File: config.mk
export PLATFORM = sky130hd
export DESIGN_NAME = hwm_regs
export DESIGN_NICKNAME = d
export VERILOG_FILES = /design/src/hdl/hwm_pkg.sv /design/src/hdl/hwm_regs.sv
export SDC_FILE = /design/constraint.sdc
export NUM_CORES = 1
export LEC_CHECK = 0
export ABC_AREA = 1
export BUFFER_PORTS_ARGS = -buffer_cell sky130_fd_sc_hd__buf_4
export CAP_MARGIN = 20
export CORE_MARGIN = 8
export CORE_UTILIZATION = 60
export CTS_CLUSTER_DIAMETER = 30
export DETAILED_ROUTE_END_ITERATION = 7
export HOLD_SLACK_MARGIN = 0.1
export MAX_ROUTING_LAYER = met4
export PLACE_DENSITY = 0.91
export SKIP_CTS_REPAIR_TIMING = 1
export SYNTH_ARGS = -nofsm -noshare
export SYNTH_HDL_FRONTEND = slang
export SYNTH_SLANG_ARGS = --single-unit
File: constraint.sdc
create_clock -name SYS_CLK -period 6.85 [get_ports SYS_CLK]
set_input_delay 1.37 -clock SYS_CLK [delete_from_list [all_inputs] [get_ports SYS_CLK]]
set_output_delay 1.37 -clock SYS_CLK [all_outputs]
set_load 0.005 [all_outputs]
File: src/hdl/hwm_pkg.sv
// Package: register map, reset values and carrier types of the monitor limit and beep registers
package hwm_pkg;

	// ****************************************
	// Register indices (byte address is four times the index)
	// ****************************************
	localparam logic [6:0] IDX_NEG12V_LOW = 7'h36;
	localparam logic [6:0] IDX_NEG5V_HIGH = 7'h37;
	localparam logic [6:0] IDX_NEG5V_LOW = 7'h38;
	localparam logic [6:0] IDX_TEMP1_HIGH = 7'h39;
	localparam logic [6:0] IDX_TEMP1_HYST = 7'h3A;
	localparam logic [6:0] IDX_FAN1_LIMIT = 7'h3B;
	localparam logic [6:0] IDX_FAN2_LIMIT = 7'h3C;
	localparam logic [6:0] IDX_VALUE_TOP = 7'h3F;
	localparam logic [6:0] IDX_STATUS_ONE = 7'h41;
	localparam logic [6:0] IDX_STATUS_TWO = 7'h42;
	localparam logic [6:0] IDX_MASK_ONE = 7'h43;
	localparam logic [6:0] IDX_MASK_TWO = 7'h44;
	localparam logic [6:0] IDX_DEVICE_IDENTITY = 7'h49;
	localparam logic [6:0] IDX_IRQ_PROP = 7'h4C;
	localparam logic [6:0] IDX_FAN_CTL = 7'h4D;
	localparam logic [6:0] IDX_BANK_SEL = 7'h4E;
	localparam logic [6:0] IDX_VENDOR_IDENTITY = 7'h4F;
	localparam logic [6:0] IDX_BEEP_ONE = 7'h56;
	localparam logic [6:0] IDX_BEEP_TWO = 7'h57;
	localparam int LIMIT_COUNT = 7;

	// ****************************************
	// Index/data port byte addresses
	// ****************************************
	localparam logic [11:0] ADDR_PORT_INDEX = 12'h200;
	localparam logic [11:0] ADDR_PORT_DATA = 12'h204;
	localparam logic [6:0] IDX_AUTO_FIRST = 7'h60;
	localparam logic [6:0] IDX_AUTO_LAST = 7'h7F;
	localparam logic [6:0] PORT_INDEX_RST = 7'h00;

	// ****************************************
	// Reset values and writable-bit masks
	// ****************************************
	localparam logic [55:0] LIMIT_RST = 56'h00_FF_00_7F_00_FF_00;
	localparam logic [7:0] IRQ_PROP_RST = 8'h00;
	localparam logic [7:0] IRQ_PROP_WMASK = 8'hEC;
	localparam logic [7:0] FAN_CTL_RST = 8'h15;
	localparam logic [7:0] FAN_CTL_WMASK = 8'h0F;
	localparam logic [7:0] BANK_SEL_RST = 8'h80;
	localparam logic [7:0] BANK_SEL_WMASK = 8'h87;
	localparam logic [7:0] BEEP_ONE_RST = 8'h00;
	localparam logic [7:0] BEEP_ONE_WMASK = 8'hFD;
	localparam logic [7:0] BEEP_TWO_RST = 8'h80;
	localparam logic [7:0] BEEP_TWO_WMASK = 8'h97;
	localparam logic [7:0] MASK_RST = 8'h00;
	localparam logic [7:0] MASK_TWO_WMASK = 8'h3F;
	localparam logic [7:0] LIMIT_ALL_ONES = 8'hFF;
	localparam logic [7:0] TEMP_NEVER = 8'h7F;

	// ****************************************
	// Field positions
	// ****************************************
	localparam int BIT_COMPARATOR = 6;
	localparam int BIT_ONE_TIME = 5;
	localparam int BIT_OVT_DISABLE = 3;
	localparam int BIT_OVT_POLARITY = 2;
	localparam int BIT_FAN2_OUT = 3;
	localparam int BIT_FAN2_IS_INPUT = 2;
	localparam int BIT_FAN1_OUT = 1;
	localparam int BIT_FAN1_IS_INPUT = 0;
	localparam int BIT_HIGH_BYTE = 7;
	localparam int BIT_GLOBAL_BEEP = 7;

	// ****************************************
	// Carriers
	// ****************************************
	typedef struct packed {
		logic [7:0] neg12v;
		logic [7:0] neg5v;
		logic [7:0] temp1;
		logic [7:0] fan1;
		logic [7:0] fan2;
	} hwm_meas_s;

	typedef struct packed {
		logic core_voltage_input;
		logic v3p3;
		logic analog_supply_input;
		logic pos12v;
		logic neg12v_high;
		logic temp2;
		logic overtemp2;
		logic case_open;
	} hwm_flags_s;

endpackage

File: src/hdl/hwm_regs.sv
// Limit, identity, over-temperature, fan pin and beep register slice of a hardware monitor, APB slave
//
// Local design decision: the APB interface to the registers.
`timescale 1ns/100ps
// Functional notes
// - Indices 60h-7Fh mirror 20h-3Fh; accepted data-port accesses there advance the index.
// - Hold -12V low, -5V high/low, temp1 high/hysteresis, fan1/fan2 limits; 3Dh-3Fh reserved.
// - Fan limit is lowest-speed count; a measured count above it is a fan fault.
// - All-ones voltage/fan high limit or 7Fh temperature high limit never interrupts.
// - Index 49h bits 7-1 give a read-only device identity; bit 0 reads zero.
// - Index 4Ch bit 6 high selects comparator mode for the temperature-2 interrupt.
// - With bit 6 low, bit 5 picks one-time (1) or two-times (0) interrupt.
// - Index 4Ch bit 3 high suppresses the over-temperature output.
// - Index 4Ch bit 2 sets over-temperature polarity: 1 active high, 0 active low.
// - Index 4Dh resets to 15h; bit 2 low makes fan 2 pin output bit 3.
// - Bit 0 low makes fan 1 pin an output driving bit 1.
// - Index 4Eh bit 7 picks high (1) or low (0) vendor identity byte.
// - Index 4Eh bits 2-0 choose the bank answering at indices 50h-5Fh.
// - Index 4Fh returns the vendor identity byte; no index advance there.
// - Index 56h holds per-source beep enables for fans, temperatures and supplies.
// - Index 57h bit 7 is the global beep enable, reset 1.
// - Index 57h bits 4,2,1,0 enable case, -5V, -12V, +12V beeps, reset 0.
// - Status 41h/42h show each source's violation; 41h bits 7,6 are fan faults.
// - A set mask bit keeps its status bit off the management interrupt.
module hwm_regs #(
	// Identity values are arbitrary
	parameter logic [6:0] DEVICE_IDENTITY = 7'h15,
	parameter logic [15:0] VENDOR_IDENTITY = 16'h1234
) (
	input wire logic SYS_CLK,
	input wire logic SYS_RST,
	input wire logic PSEL,
	input wire logic PENABLE,
	input wire logic PWRITE,
	input wire logic [11:0] PADDR,
	input wire logic [31:0] PWDATA,
	output logic [31:0] PRDATA,
	output logic PREADY,
	output logic PSLVERR,
	input wire hwm_pkg::hwm_meas_s MEAS,
	input wire hwm_pkg::hwm_flags_s EXT_FLAGS,
	input wire logic FAN1_IN,
	output logic FAN1_OUT,
	output logic FAN1_OE,
	input wire logic FAN2_IN,
	output logic FAN2_OUT,
	output logic FAN2_OE,
	output logic [1:0] FAN_TACH,
	output logic OVERTEMP_OUT,
	output logic OVERTEMP_OE,
	output logic MGMT_IRQ_OUT,
	output logic BEEP_OUT,
	output logic [2:0] BANK_NUMBER
);

	// ****************************************
	// Helpers
	// ****************************************
	function automatic logic [6:0] fold_index(input logic [6:0] idx);
		fold_index = (idx[6:5] == 2'b11) ? {2'b01, idx[4:0]} : idx;
	endfunction

	function automatic logic in_range(input logic [6:0] idx, input logic [6:0] lo, input logic [6:0] hi);
		in_range = (idx >= lo) && (idx <= hi);
	endfunction

	// A high limit of all ones switches its comparison off
	function automatic logic over_high(input logic [7:0] value, input logic [7:0] limit);
		over_high = (limit != hwm_pkg::LIMIT_ALL_ONES) && (value > limit);
	endfunction

	// ****************************************
	// State
	// ****************************************
	logic [7:0] lim [0:hwm_pkg::LIMIT_COUNT-1];
	logic [7:0] irq_prop;
	logic [7:0] fan_ctl;
	logic [7:0] bank_sel;
	logic [7:0] beep_one;
	logic [7:0] beep_two;
	logic [7:0] mask_one;
	logic [7:0] mask_two;
	logic [6:0] port_index;
	logic temp1_hot;
	logic temp2_seen;
	logic temp2_event;
	logic [1:0] fan1_sync;
	logic [1:0] fan2_sync;

	// ****************************************
	// Bus decode
	// ****************************************
	logic setup_phase;
	logic access_phase;
	logic is_port_index;
	logic is_port_data;
	logic is_direct;
	logic [6:0] tgt_index;
	logic [6:0] eff_index;
	logic bank_zero;
	logic tgt_mapped;
	logic tgt_hit;
	logic wr_hit;
	logic rd_hit;
	logic [7:0] wdata;
	logic [7:0] rd_byte;

	// Direct indices sit at index times four, below the index/data port pair
	assign setup_phase = PSEL & ~PENABLE;
	assign access_phase = PSEL & PENABLE;
	assign is_port_index = (PADDR == hwm_pkg::ADDR_PORT_INDEX);
	assign is_port_data = (PADDR == hwm_pkg::ADDR_PORT_DATA);
	assign is_direct = (PADDR[11:9] == 3'h0) && (PADDR[1:0] == 2'h0);
	assign tgt_index = is_port_data ? port_index : PADDR[8:2];
	assign eff_index = fold_index(tgt_index);
	assign bank_zero = (bank_sel[2:0] == 3'h0);
	assign wdata = PWDATA[7:0];

	// Writes to read-only indices are taken and dropped without an error
	always_comb begin
		tgt_mapped = 1'b0;
		if (in_range(eff_index, hwm_pkg::IDX_NEG12V_LOW, hwm_pkg::IDX_VALUE_TOP)) begin
			tgt_mapped = 1'b1;
		end
		if (in_range(eff_index, hwm_pkg::IDX_STATUS_ONE, hwm_pkg::IDX_MASK_TWO)) begin
			tgt_mapped = 1'b1;
		end
		if (eff_index == hwm_pkg::IDX_DEVICE_IDENTITY) begin
			tgt_mapped = 1'b1;
		end
		if (in_range(eff_index, hwm_pkg::IDX_IRQ_PROP, hwm_pkg::IDX_VENDOR_IDENTITY)) begin
			tgt_mapped = 1'b1;
		end
		// Other banks live outside this slice, so they answer with an error here
		if (bank_zero && in_range(eff_index, hwm_pkg::IDX_BEEP_ONE, hwm_pkg::IDX_BEEP_TWO)) begin
			tgt_mapped = 1'b1;
		end
	end

	assign tgt_hit = (is_direct | is_port_data) & tgt_mapped;
	assign wr_hit = access_phase & PWRITE & tgt_hit;
	assign rd_hit = access_phase & ~PWRITE & tgt_hit;

	// Zero wait states: read data is captured in the setup cycle
	assign PREADY = 1'b1;
	assign PSLVERR = access_phase & ~(is_port_index | tgt_hit);

	// ****************************************
	// Monitoring
	// ****************************************
	logic fan1_fault;
	logic fan2_fault;
	logic neg5v_viol;
	logic neg12v_viol;
	logic temp2_status;
	logic [7:0] status_one;
	logic [7:0] status_two;
	logic [7:0] beep_src_one;
	logic [7:0] beep_src_two;
	logic temp2_rise;
	logic temp2_fall;
	logic next_temp2_event;
	logic overtemp_active;

	// Fan counts grow as a fan slows, so a count above the limit is a fault
	assign fan1_fault = over_high(MEAS.fan1, lim[5]);
	assign fan2_fault = over_high(MEAS.fan2, lim[6]);
	assign neg5v_viol = over_high(MEAS.neg5v, lim[1])
		| (MEAS.neg5v < lim[2]);
	// The -12V high limit lives below this slice, so its violation arrives as a flag
	assign neg12v_viol = EXT_FLAGS.neg12v_high | (MEAS.neg12v < lim[0]);

	// Temperature 1 trips above the high limit and releases below hysteresis
	always_ff @(posedge SYS_CLK) begin
		if (SYS_RST) begin
			temp1_hot <= 1'b0;
		end else if (lim[3] == hwm_pkg::TEMP_NEVER) begin
			temp1_hot <= 1'b0;
		end else if ($signed(MEAS.temp1) > $signed(lim[3])) begin
			temp1_hot <= 1'b1;
		end else if ($signed(MEAS.temp1) < $signed(lim[4])) begin
			temp1_hot <= 1'b0;
		end
	end

	// Temperature 2 interrupt modes
	assign temp2_rise = EXT_FLAGS.temp2 & ~temp2_seen;
	assign temp2_fall = ~EXT_FLAGS.temp2 & temp2_seen;

	always_comb begin
		next_temp2_event = temp2_event;
		if (rd_hit && (eff_index == hwm_pkg::IDX_STATUS_ONE)) begin
			next_temp2_event = 1'b0;
		end
		// Set wins over the clear by read
		if (temp2_rise || (temp2_fall && !irq_prop[hwm_pkg::BIT_ONE_TIME])) begin
			next_temp2_event = 1'b1;
		end
	end

	always_ff @(posedge SYS_CLK) begin
		if (SYS_RST) begin
			temp2_seen <= 1'b0;
			temp2_event <= 1'b0;
		end else begin
			temp2_seen <= EXT_FLAGS.temp2;
			temp2_event <= next_temp2_event;
		end
	end

	assign temp2_status = irq_prop[hwm_pkg::BIT_COMPARATOR] ? EXT_FLAGS.temp2 : temp2_event;

	// ****************************************
	// Status, interrupt and beep
	// ****************************************
	assign status_one = {fan2_fault, fan1_fault, temp2_status, temp1_hot,
		EXT_FLAGS.analog_supply_input, EXT_FLAGS.v3p3, 1'b0, EXT_FLAGS.core_voltage_input};
	assign status_two = {3'h0, EXT_FLAGS.case_open, 1'b0, neg5v_viol, neg12v_viol, EXT_FLAGS.pos12v};

	assign beep_src_one = {fan2_fault, fan1_fault, EXT_FLAGS.temp2, temp1_hot,
		EXT_FLAGS.analog_supply_input, EXT_FLAGS.v3p3, 1'b0, EXT_FLAGS.core_voltage_input};
	assign beep_src_two = {3'h0, EXT_FLAGS.case_open, 1'b0, neg5v_viol, neg12v_viol, EXT_FLAGS.pos12v};

	assign overtemp_active = EXT_FLAGS.overtemp2 & ~irq_prop[hwm_pkg::BIT_OVT_DISABLE];

	// Registered so the interrupt pin cannot glitch while status settles
	always_ff @(posedge SYS_CLK) begin
		if (SYS_RST) begin
			MGMT_IRQ_OUT <= 1'b0;
		end else begin
			MGMT_IRQ_OUT <= (|(status_one & ~mask_one)) | (|(status_two & ~mask_two));
		end
	end

	// Global enable gates last, so clearing it silences every source at once
	always_ff @(posedge SYS_CLK) begin
		if (SYS_RST) begin
			BEEP_OUT <= 1'b0;
		end else begin
			BEEP_OUT <= beep_two[hwm_pkg::BIT_GLOBAL_BEEP]
				& ((|(beep_src_one & beep_one)) | (|(beep_src_two & beep_two[6:0])));
		end
	end

	// A disabled pin is released and still held at its inactive level
	always_ff @(posedge SYS_CLK) begin
		if (SYS_RST) begin
			OVERTEMP_OUT <= 1'b1;
			OVERTEMP_OE <= 1'b0;
		end else begin
			OVERTEMP_OUT <= irq_prop[hwm_pkg::BIT_OVT_POLARITY] ? overtemp_active : ~overtemp_active;
			OVERTEMP_OE <= ~irq_prop[hwm_pkg::BIT_OVT_DISABLE];
		end
	end

	// ****************************************
	// Fan pins
	// ****************************************
	// Pins are asynchronous, so two flops stand before the tach logic
	always_ff @(posedge SYS_CLK) begin
		if (SYS_RST) begin
			fan1_sync <= 2'h0;
			fan2_sync <= 2'h0;
		end else begin
			fan1_sync <= {fan1_sync[0], FAN1_IN};
			fan2_sync <= {fan2_sync[0], FAN2_IN};
		end
	end

	assign FAN1_OE = ~fan_ctl[hwm_pkg::BIT_FAN1_IS_INPUT];
	assign FAN1_OUT = fan_ctl[hwm_pkg::BIT_FAN1_OUT];
	assign FAN2_OE = ~fan_ctl[hwm_pkg::BIT_FAN2_IS_INPUT];
	assign FAN2_OUT = fan_ctl[hwm_pkg::BIT_FAN2_OUT];
	// Tach edges only reach the counter while the pin is an input
	assign FAN_TACH = {fan2_sync[1] & fan_ctl[hwm_pkg::BIT_FAN2_IS_INPUT],
		fan1_sync[1] & fan_ctl[hwm_pkg::BIT_FAN1_IS_INPUT]};
	assign BANK_NUMBER = bank_sel[2:0];

	// ****************************************
	// Register writes
	// ****************************************
	// Limit reset values are local choices; software loads real limits at start-up
	always_ff @(posedge SYS_CLK) begin
		if (SYS_RST) begin
			for (int i = 0; i < hwm_pkg::LIMIT_COUNT; i++) begin
				lim[i] <= hwm_pkg::LIMIT_RST[i*8 +: 8];
			end
		end else if (wr_hit) begin
			for (int i = 0; i < hwm_pkg::LIMIT_COUNT; i++) begin
				if (eff_index == 7'(hwm_pkg::IDX_NEG12V_LOW + i)) begin
					lim[i] <= wdata;
				end
			end
		end
	end

	always_ff @(posedge SYS_CLK) begin
		if (SYS_RST) begin
			irq_prop <= hwm_pkg::IRQ_PROP_RST;
			fan_ctl <= hwm_pkg::FAN_CTL_RST;
			bank_sel <= hwm_pkg::BANK_SEL_RST;
			beep_one <= hwm_pkg::BEEP_ONE_RST;
			beep_two <= hwm_pkg::BEEP_TWO_RST;
			mask_one <= hwm_pkg::MASK_RST;
			mask_two <= hwm_pkg::MASK_RST;
		end else if (wr_hit) begin
			unique case (eff_index)
				hwm_pkg::IDX_IRQ_PROP: irq_prop <= wdata & hwm_pkg::IRQ_PROP_WMASK;
				hwm_pkg::IDX_FAN_CTL: fan_ctl <= wdata & hwm_pkg::FAN_CTL_WMASK;
				hwm_pkg::IDX_BANK_SEL: bank_sel <= wdata & hwm_pkg::BANK_SEL_WMASK;
				hwm_pkg::IDX_BEEP_ONE: beep_one <= wdata & hwm_pkg::BEEP_ONE_WMASK;
				hwm_pkg::IDX_BEEP_TWO: beep_two <= wdata & hwm_pkg::BEEP_TWO_WMASK;
				hwm_pkg::IDX_MASK_ONE: mask_one <= wdata;
				hwm_pkg::IDX_MASK_TWO: mask_two <= wdata & hwm_pkg::MASK_TWO_WMASK;
				default: ;
			endcase
		end
	end

	// Index port; only data accesses in the mirror range advance it, wrapping to its start
	always_ff @(posedge SYS_CLK) begin
		if (SYS_RST) begin
			port_index <= hwm_pkg::PORT_INDEX_RST;
		end else if (access_phase && is_port_index && PWRITE) begin
			port_index <= PWDATA[6:0];
		end else if (access_phase && is_port_data && tgt_hit && (port_index[6:5] == 2'b11)) begin
			port_index <= (port_index == hwm_pkg::IDX_AUTO_LAST) ? hwm_pkg::IDX_AUTO_FIRST
				: 7'(port_index + 7'h01);
		end
	end

	// ****************************************
	// Register reads
	// ****************************************
	// Reserved indices 3Dh-3Fh and unused bits read as zero
	always_comb begin
		rd_byte = 8'h00;
		if (in_range(eff_index, hwm_pkg::IDX_NEG12V_LOW, hwm_pkg::IDX_FAN2_LIMIT)) begin
			rd_byte = lim[3'(eff_index - hwm_pkg::IDX_NEG12V_LOW)];
		end
		unique case (eff_index)
			hwm_pkg::IDX_STATUS_ONE: rd_byte = status_one;
			hwm_pkg::IDX_STATUS_TWO: rd_byte = status_two;
			hwm_pkg::IDX_MASK_ONE: rd_byte = mask_one;
			hwm_pkg::IDX_MASK_TWO: rd_byte = mask_two;
			hwm_pkg::IDX_DEVICE_IDENTITY: rd_byte = {DEVICE_IDENTITY, 1'b0};
			hwm_pkg::IDX_IRQ_PROP: rd_byte = irq_prop;
			hwm_pkg::IDX_FAN_CTL: rd_byte = fan_ctl;
			hwm_pkg::IDX_BANK_SEL: rd_byte = bank_sel;
			hwm_pkg::IDX_VENDOR_IDENTITY: rd_byte = bank_sel[hwm_pkg::BIT_HIGH_BYTE] ? VENDOR_IDENTITY[15:8]
				: VENDOR_IDENTITY[7:0];
			hwm_pkg::IDX_BEEP_ONE: rd_byte = beep_one;
			hwm_pkg::IDX_BEEP_TWO: rd_byte = beep_two;
			default: ;
		endcase
	end

	// A refused read returns zero, so another bank's data never leaks out
	always_ff @(posedge SYS_CLK) begin
		if (SYS_RST) begin
			PRDATA <= 32'h00000000;
		end else if (setup_phase && !PWRITE) begin
			if (is_port_index) begin
				PRDATA <= {25'h0000000, port_index};
			end else if (tgt_hit) begin
				PRDATA <= {24'h000000, rd_byte};
			end else begin
				PRDATA <= 32'h00000000;
			end
		end
	end

endmodule

==> results.cfg <==
[outcome]
status = finished, violations left
violations = DRC

[critical_path]
cp_top_family = simple AND/OR/NAND/NOR gates
cp_slowest_cell = nand2_2
critPathKind = in -> out
cp_slowest_stage_delay_ns = 0.35
path_buf_inv = 3
crit_fanout = 16
crit_chain = buf_4 -> inv_1 -> nand2_1 -> nor2_4 -> nand3_2 -> nand2_1 -> nand2_1 -> nand2_2 -> nor2_4 -> nand2_1 -> nand2_2 -> nor2_2 -> nand3_4 -> nand2_1 -> nand2_1 -> nor2_1 -> buf_4
cp.required_ns = 5.48
path_common_cell = nand2_1
crit_path_start_kind = input port
critPathArrivalTime_ns = 4.22
critPathCaptureType = primary output

[yosys]
synth_mux_area_share_pct = 0
synthSimpleGateAreaFrac_pct = 33.50
syn_inst = 1174
synth-edff-count = 56
synthXorXnorAreaFrac_pct = 0.3169
syn_area_per_cell_um2 = 7.062
synth_top_cell_by_area = edfxtp_1
synth_area_leaders = edfxtp_1 20%, dfxtp_1 16%, nand2_1 11%, ha_1 8.1%, inv_1 8.0%
synth-warning-count = 0
synthArstFlopShare_pct = 0
synth_top_area_share_pct = 20.28
synth-seq-area-share_pct = 36.22
synth_top_family_by_area = simple AND/OR/NAND/NOR gates
synth-compound-area-share_pct = 9.312
synthAdderAreaFrac_pct = 8.150
yosys_most_used_dff = dfxtp_1
synth_area_um2 = 8290
ys_types = 48
ys_ff_latch = 122

[final_layout]
fin_nets = 1418
drive_above_1_share_pct = 13.30
post-route-cell-area_um2 = 9574
antenna_cells = 0
area_delta_synth_final_pct = 15.48

[clock_network]
cts.path.max_buffers = 2
clk_latency_ns = 0.43
cts_tree = yes
path_clk_slew_ns = 0.05
clockRootBuffer = clkbuf_16
cts_buffers = 17
cts_sinks = 122
htree_levels = 4

[routing]
antenna_left = 0
vias = 8376
drc = 1
routedWlPerCell_um = 18.26
vias_per_cell = 5.745
drt_pass1_iterations = 8
postRouteWirelength_um = 26620
drt_iter0_markers = 984

[flow_run]
maxCapViolations = 0

[timing]
setup_viol = 0
skew_ns = 0.007343
rsz0062_at_grt = no
slew_headroom_pct = 28.40
slew_violations = 0
setup_tns_ns = 0
finalCriticalPeriod_ns = 5.587
max_freq_mhz = 179.0
timing.hold.ws_ns = 0.4197
period_share_pct = 81.56
hold_viol_final = 0
worst_pin_slew_ns = 1.063

[pwr]
power.density_nw_per_um2 = 195.4
static-leakage-power_nw = 4.759
finalPower_w = 0.001870
vdd_drop_max_mv = 0.1453

[grt]
grt_use_total_pct = 30.72
antenna_found_initial = 0
grt_start_max_net_pins = 39
first_global_vias = 8088
grt_pass1_wl_um = 41980
grt-ovfl-total = 0

[floorplan]
die_y_um = 133.5
die-area_um2 = 17830
rows = 43
die_w_um = 133.5
start_util_pct = 60.67
core_um2 = 13670
pin_count = 146

[place]
place_hpwl_um = 20580
placed_area_um2 = 9019
io_buffers = 96
gp_congestion = 1.043

[hold_path]
hold_class = reg -> reg
[area by class of cell]
class / count / area (um^2)
tap: 180 / 225.2
fill: 1179 / 4091
multi-input combinational: 837 / 4345
clock inverter: 9 / 72.57
sequential: 122 / 3003
inverter: 187 / 701.9
clock buffer: 23 / 478.0
timing repair buffer: 100 / 748.2
[worst reg2reg max path, delay by kind of cell (launching register included)]
kind                   cells  cell delay [ns]
AOI/OAI and AO/OA          1             0.62
DFF                        1             0.34
buffers and inverters      2             0.23
and+or+nand+nor           10             2.27
[synthesized netlist by cell type, types with 2 or more instances]
master / instances
nand2_1: 253
inv_1: 177
nor2_1: 177
nand3_1: 109
dfxtp_1: 66
edfxtp_1: 56
ha_1: 54
a21oi_1: 50
o21ai_0: 45
buf_4: 32
nand4_1: 28
nor3_1: 11
o211ai_1: 11
clkbuf_1: 10
inv_2: 9
nand2_2: 9
o22ai_1: 9
buf_2: 6
nor2_4: 6
nand3_2: 5
nand4_2: 4
nor2_2: 4
nor4_1: 4
a211oi_1: 3
nand3b_1: 3
o21ai_1: 3
a22oi_1: 2
a31oi_1: 2
buf_1: 2
conb_1: 2
nand2_4: 2
o21a_1: 2
o21bai_1: 2
xor2_1: 2
[through the flow]
stage | std cells | setup slack, ns | util [%]
2_1_floorplan | 1197 | 2.394 | -
3_3_place_gp | 1425 | 1.376 | 66.00
3_5_place_dp | 1425 | 1.328 | 66.00
4_1_cts | 1457 | 1.327 | 70.02
5_1_grt | 1458 | 1.011 | 70.06
6_report | 1458 | 1.263 | 70.06
[layer usage]
| layer | track usage (%) | vias up | wire length (um) |
|---|---|---|---|
| met1 | 35.37 | 3861 | 10400 |
| met5 | - | - | 0 |
| li1 | - | 3957 | - |
| met3 | 6.363 | 99 | 2182 |
| met4 | 14.41 | 0 | 1170 |
| met2 | 50.49 | 459 | 12870 |
[state kept, by name, indices dropped and copies added, names as in the netlist]
signal and cells:
BEEP_OUT 1, MGMT_IRQ_OUT 1, OVERTEMP_OE 1, OVERTEMP_OUT 1
PRDATA 8, bank_sel 4, beep_one 7, beep_two 5
fan1_sync 2, fan2_sync 2, fan_ctl 5, irq_prop 5
lim 56, mask_one 8, mask_two 6, port_index 7
temp1_hot 1, temp2_event 1, temp2_seen 1
[power by group]
group	switching, W	internal [W]	leakage, nW
clock	0.000317	0.000521	0.269
combinational	0.000158	0.0000857	3.41
sequential	0.0000100	0.000778	1.07
total	0.000485	0.00139	4.76
[final timing paths]
check | startpoint | slack (ns) | cells after the start | end
max | PADDR[11] | 1.26 | 17 | PSLVERR
min | fan1_sync[0] | 0.42 | 2 | fan1_sync[1]
max reg2reg | port_index[1] | 3.02 | 13 | lim[5][6]
min reg2reg | fan1_sync[0] | 0.42 | 2 | fan1_sync[1]
[logic make-up after synthesis]
group / count (synthesis)
buffers and inverters: 238
flip-flops: 122
XOR/XNOR: 3
AO/OA/AOI/OAI: 136
other: 2
adder cells (fa/ha/maj): 54
AND/OR/NAND/NOR: 619
[layout by cell type, fill, tap and decap left out, types with 3 or more instances in the layout]
cell type / n
inv_2: 9
a211oi_1: 3
nand3_1: 109
o22ai_1: 9
o211ai_1: 11
nand4_2: 4
ha_1: 54
nor3_1: 11
nor2_1: 177
clkbuf_16: 17
clkbuf_1: 3
clkinv_1: 4
nor2_2: 4
nand2_2: 9
nand4_1: 28
nand2_1: 253
o21ai_1: 3
o21ai_0: 45
dfxtp_1: 66
buf_4: 99
nand3_2: 5
clkbuf_8: 3
nand3b_1: 3
a21oi_1: 50
inv_1: 177
conb_1: 25
nor2_4: 6
clkinv_2: 3
nor4_1: 4
edfxtp_1: 56
Note: power is estimated with default switching activity, not from simulation.
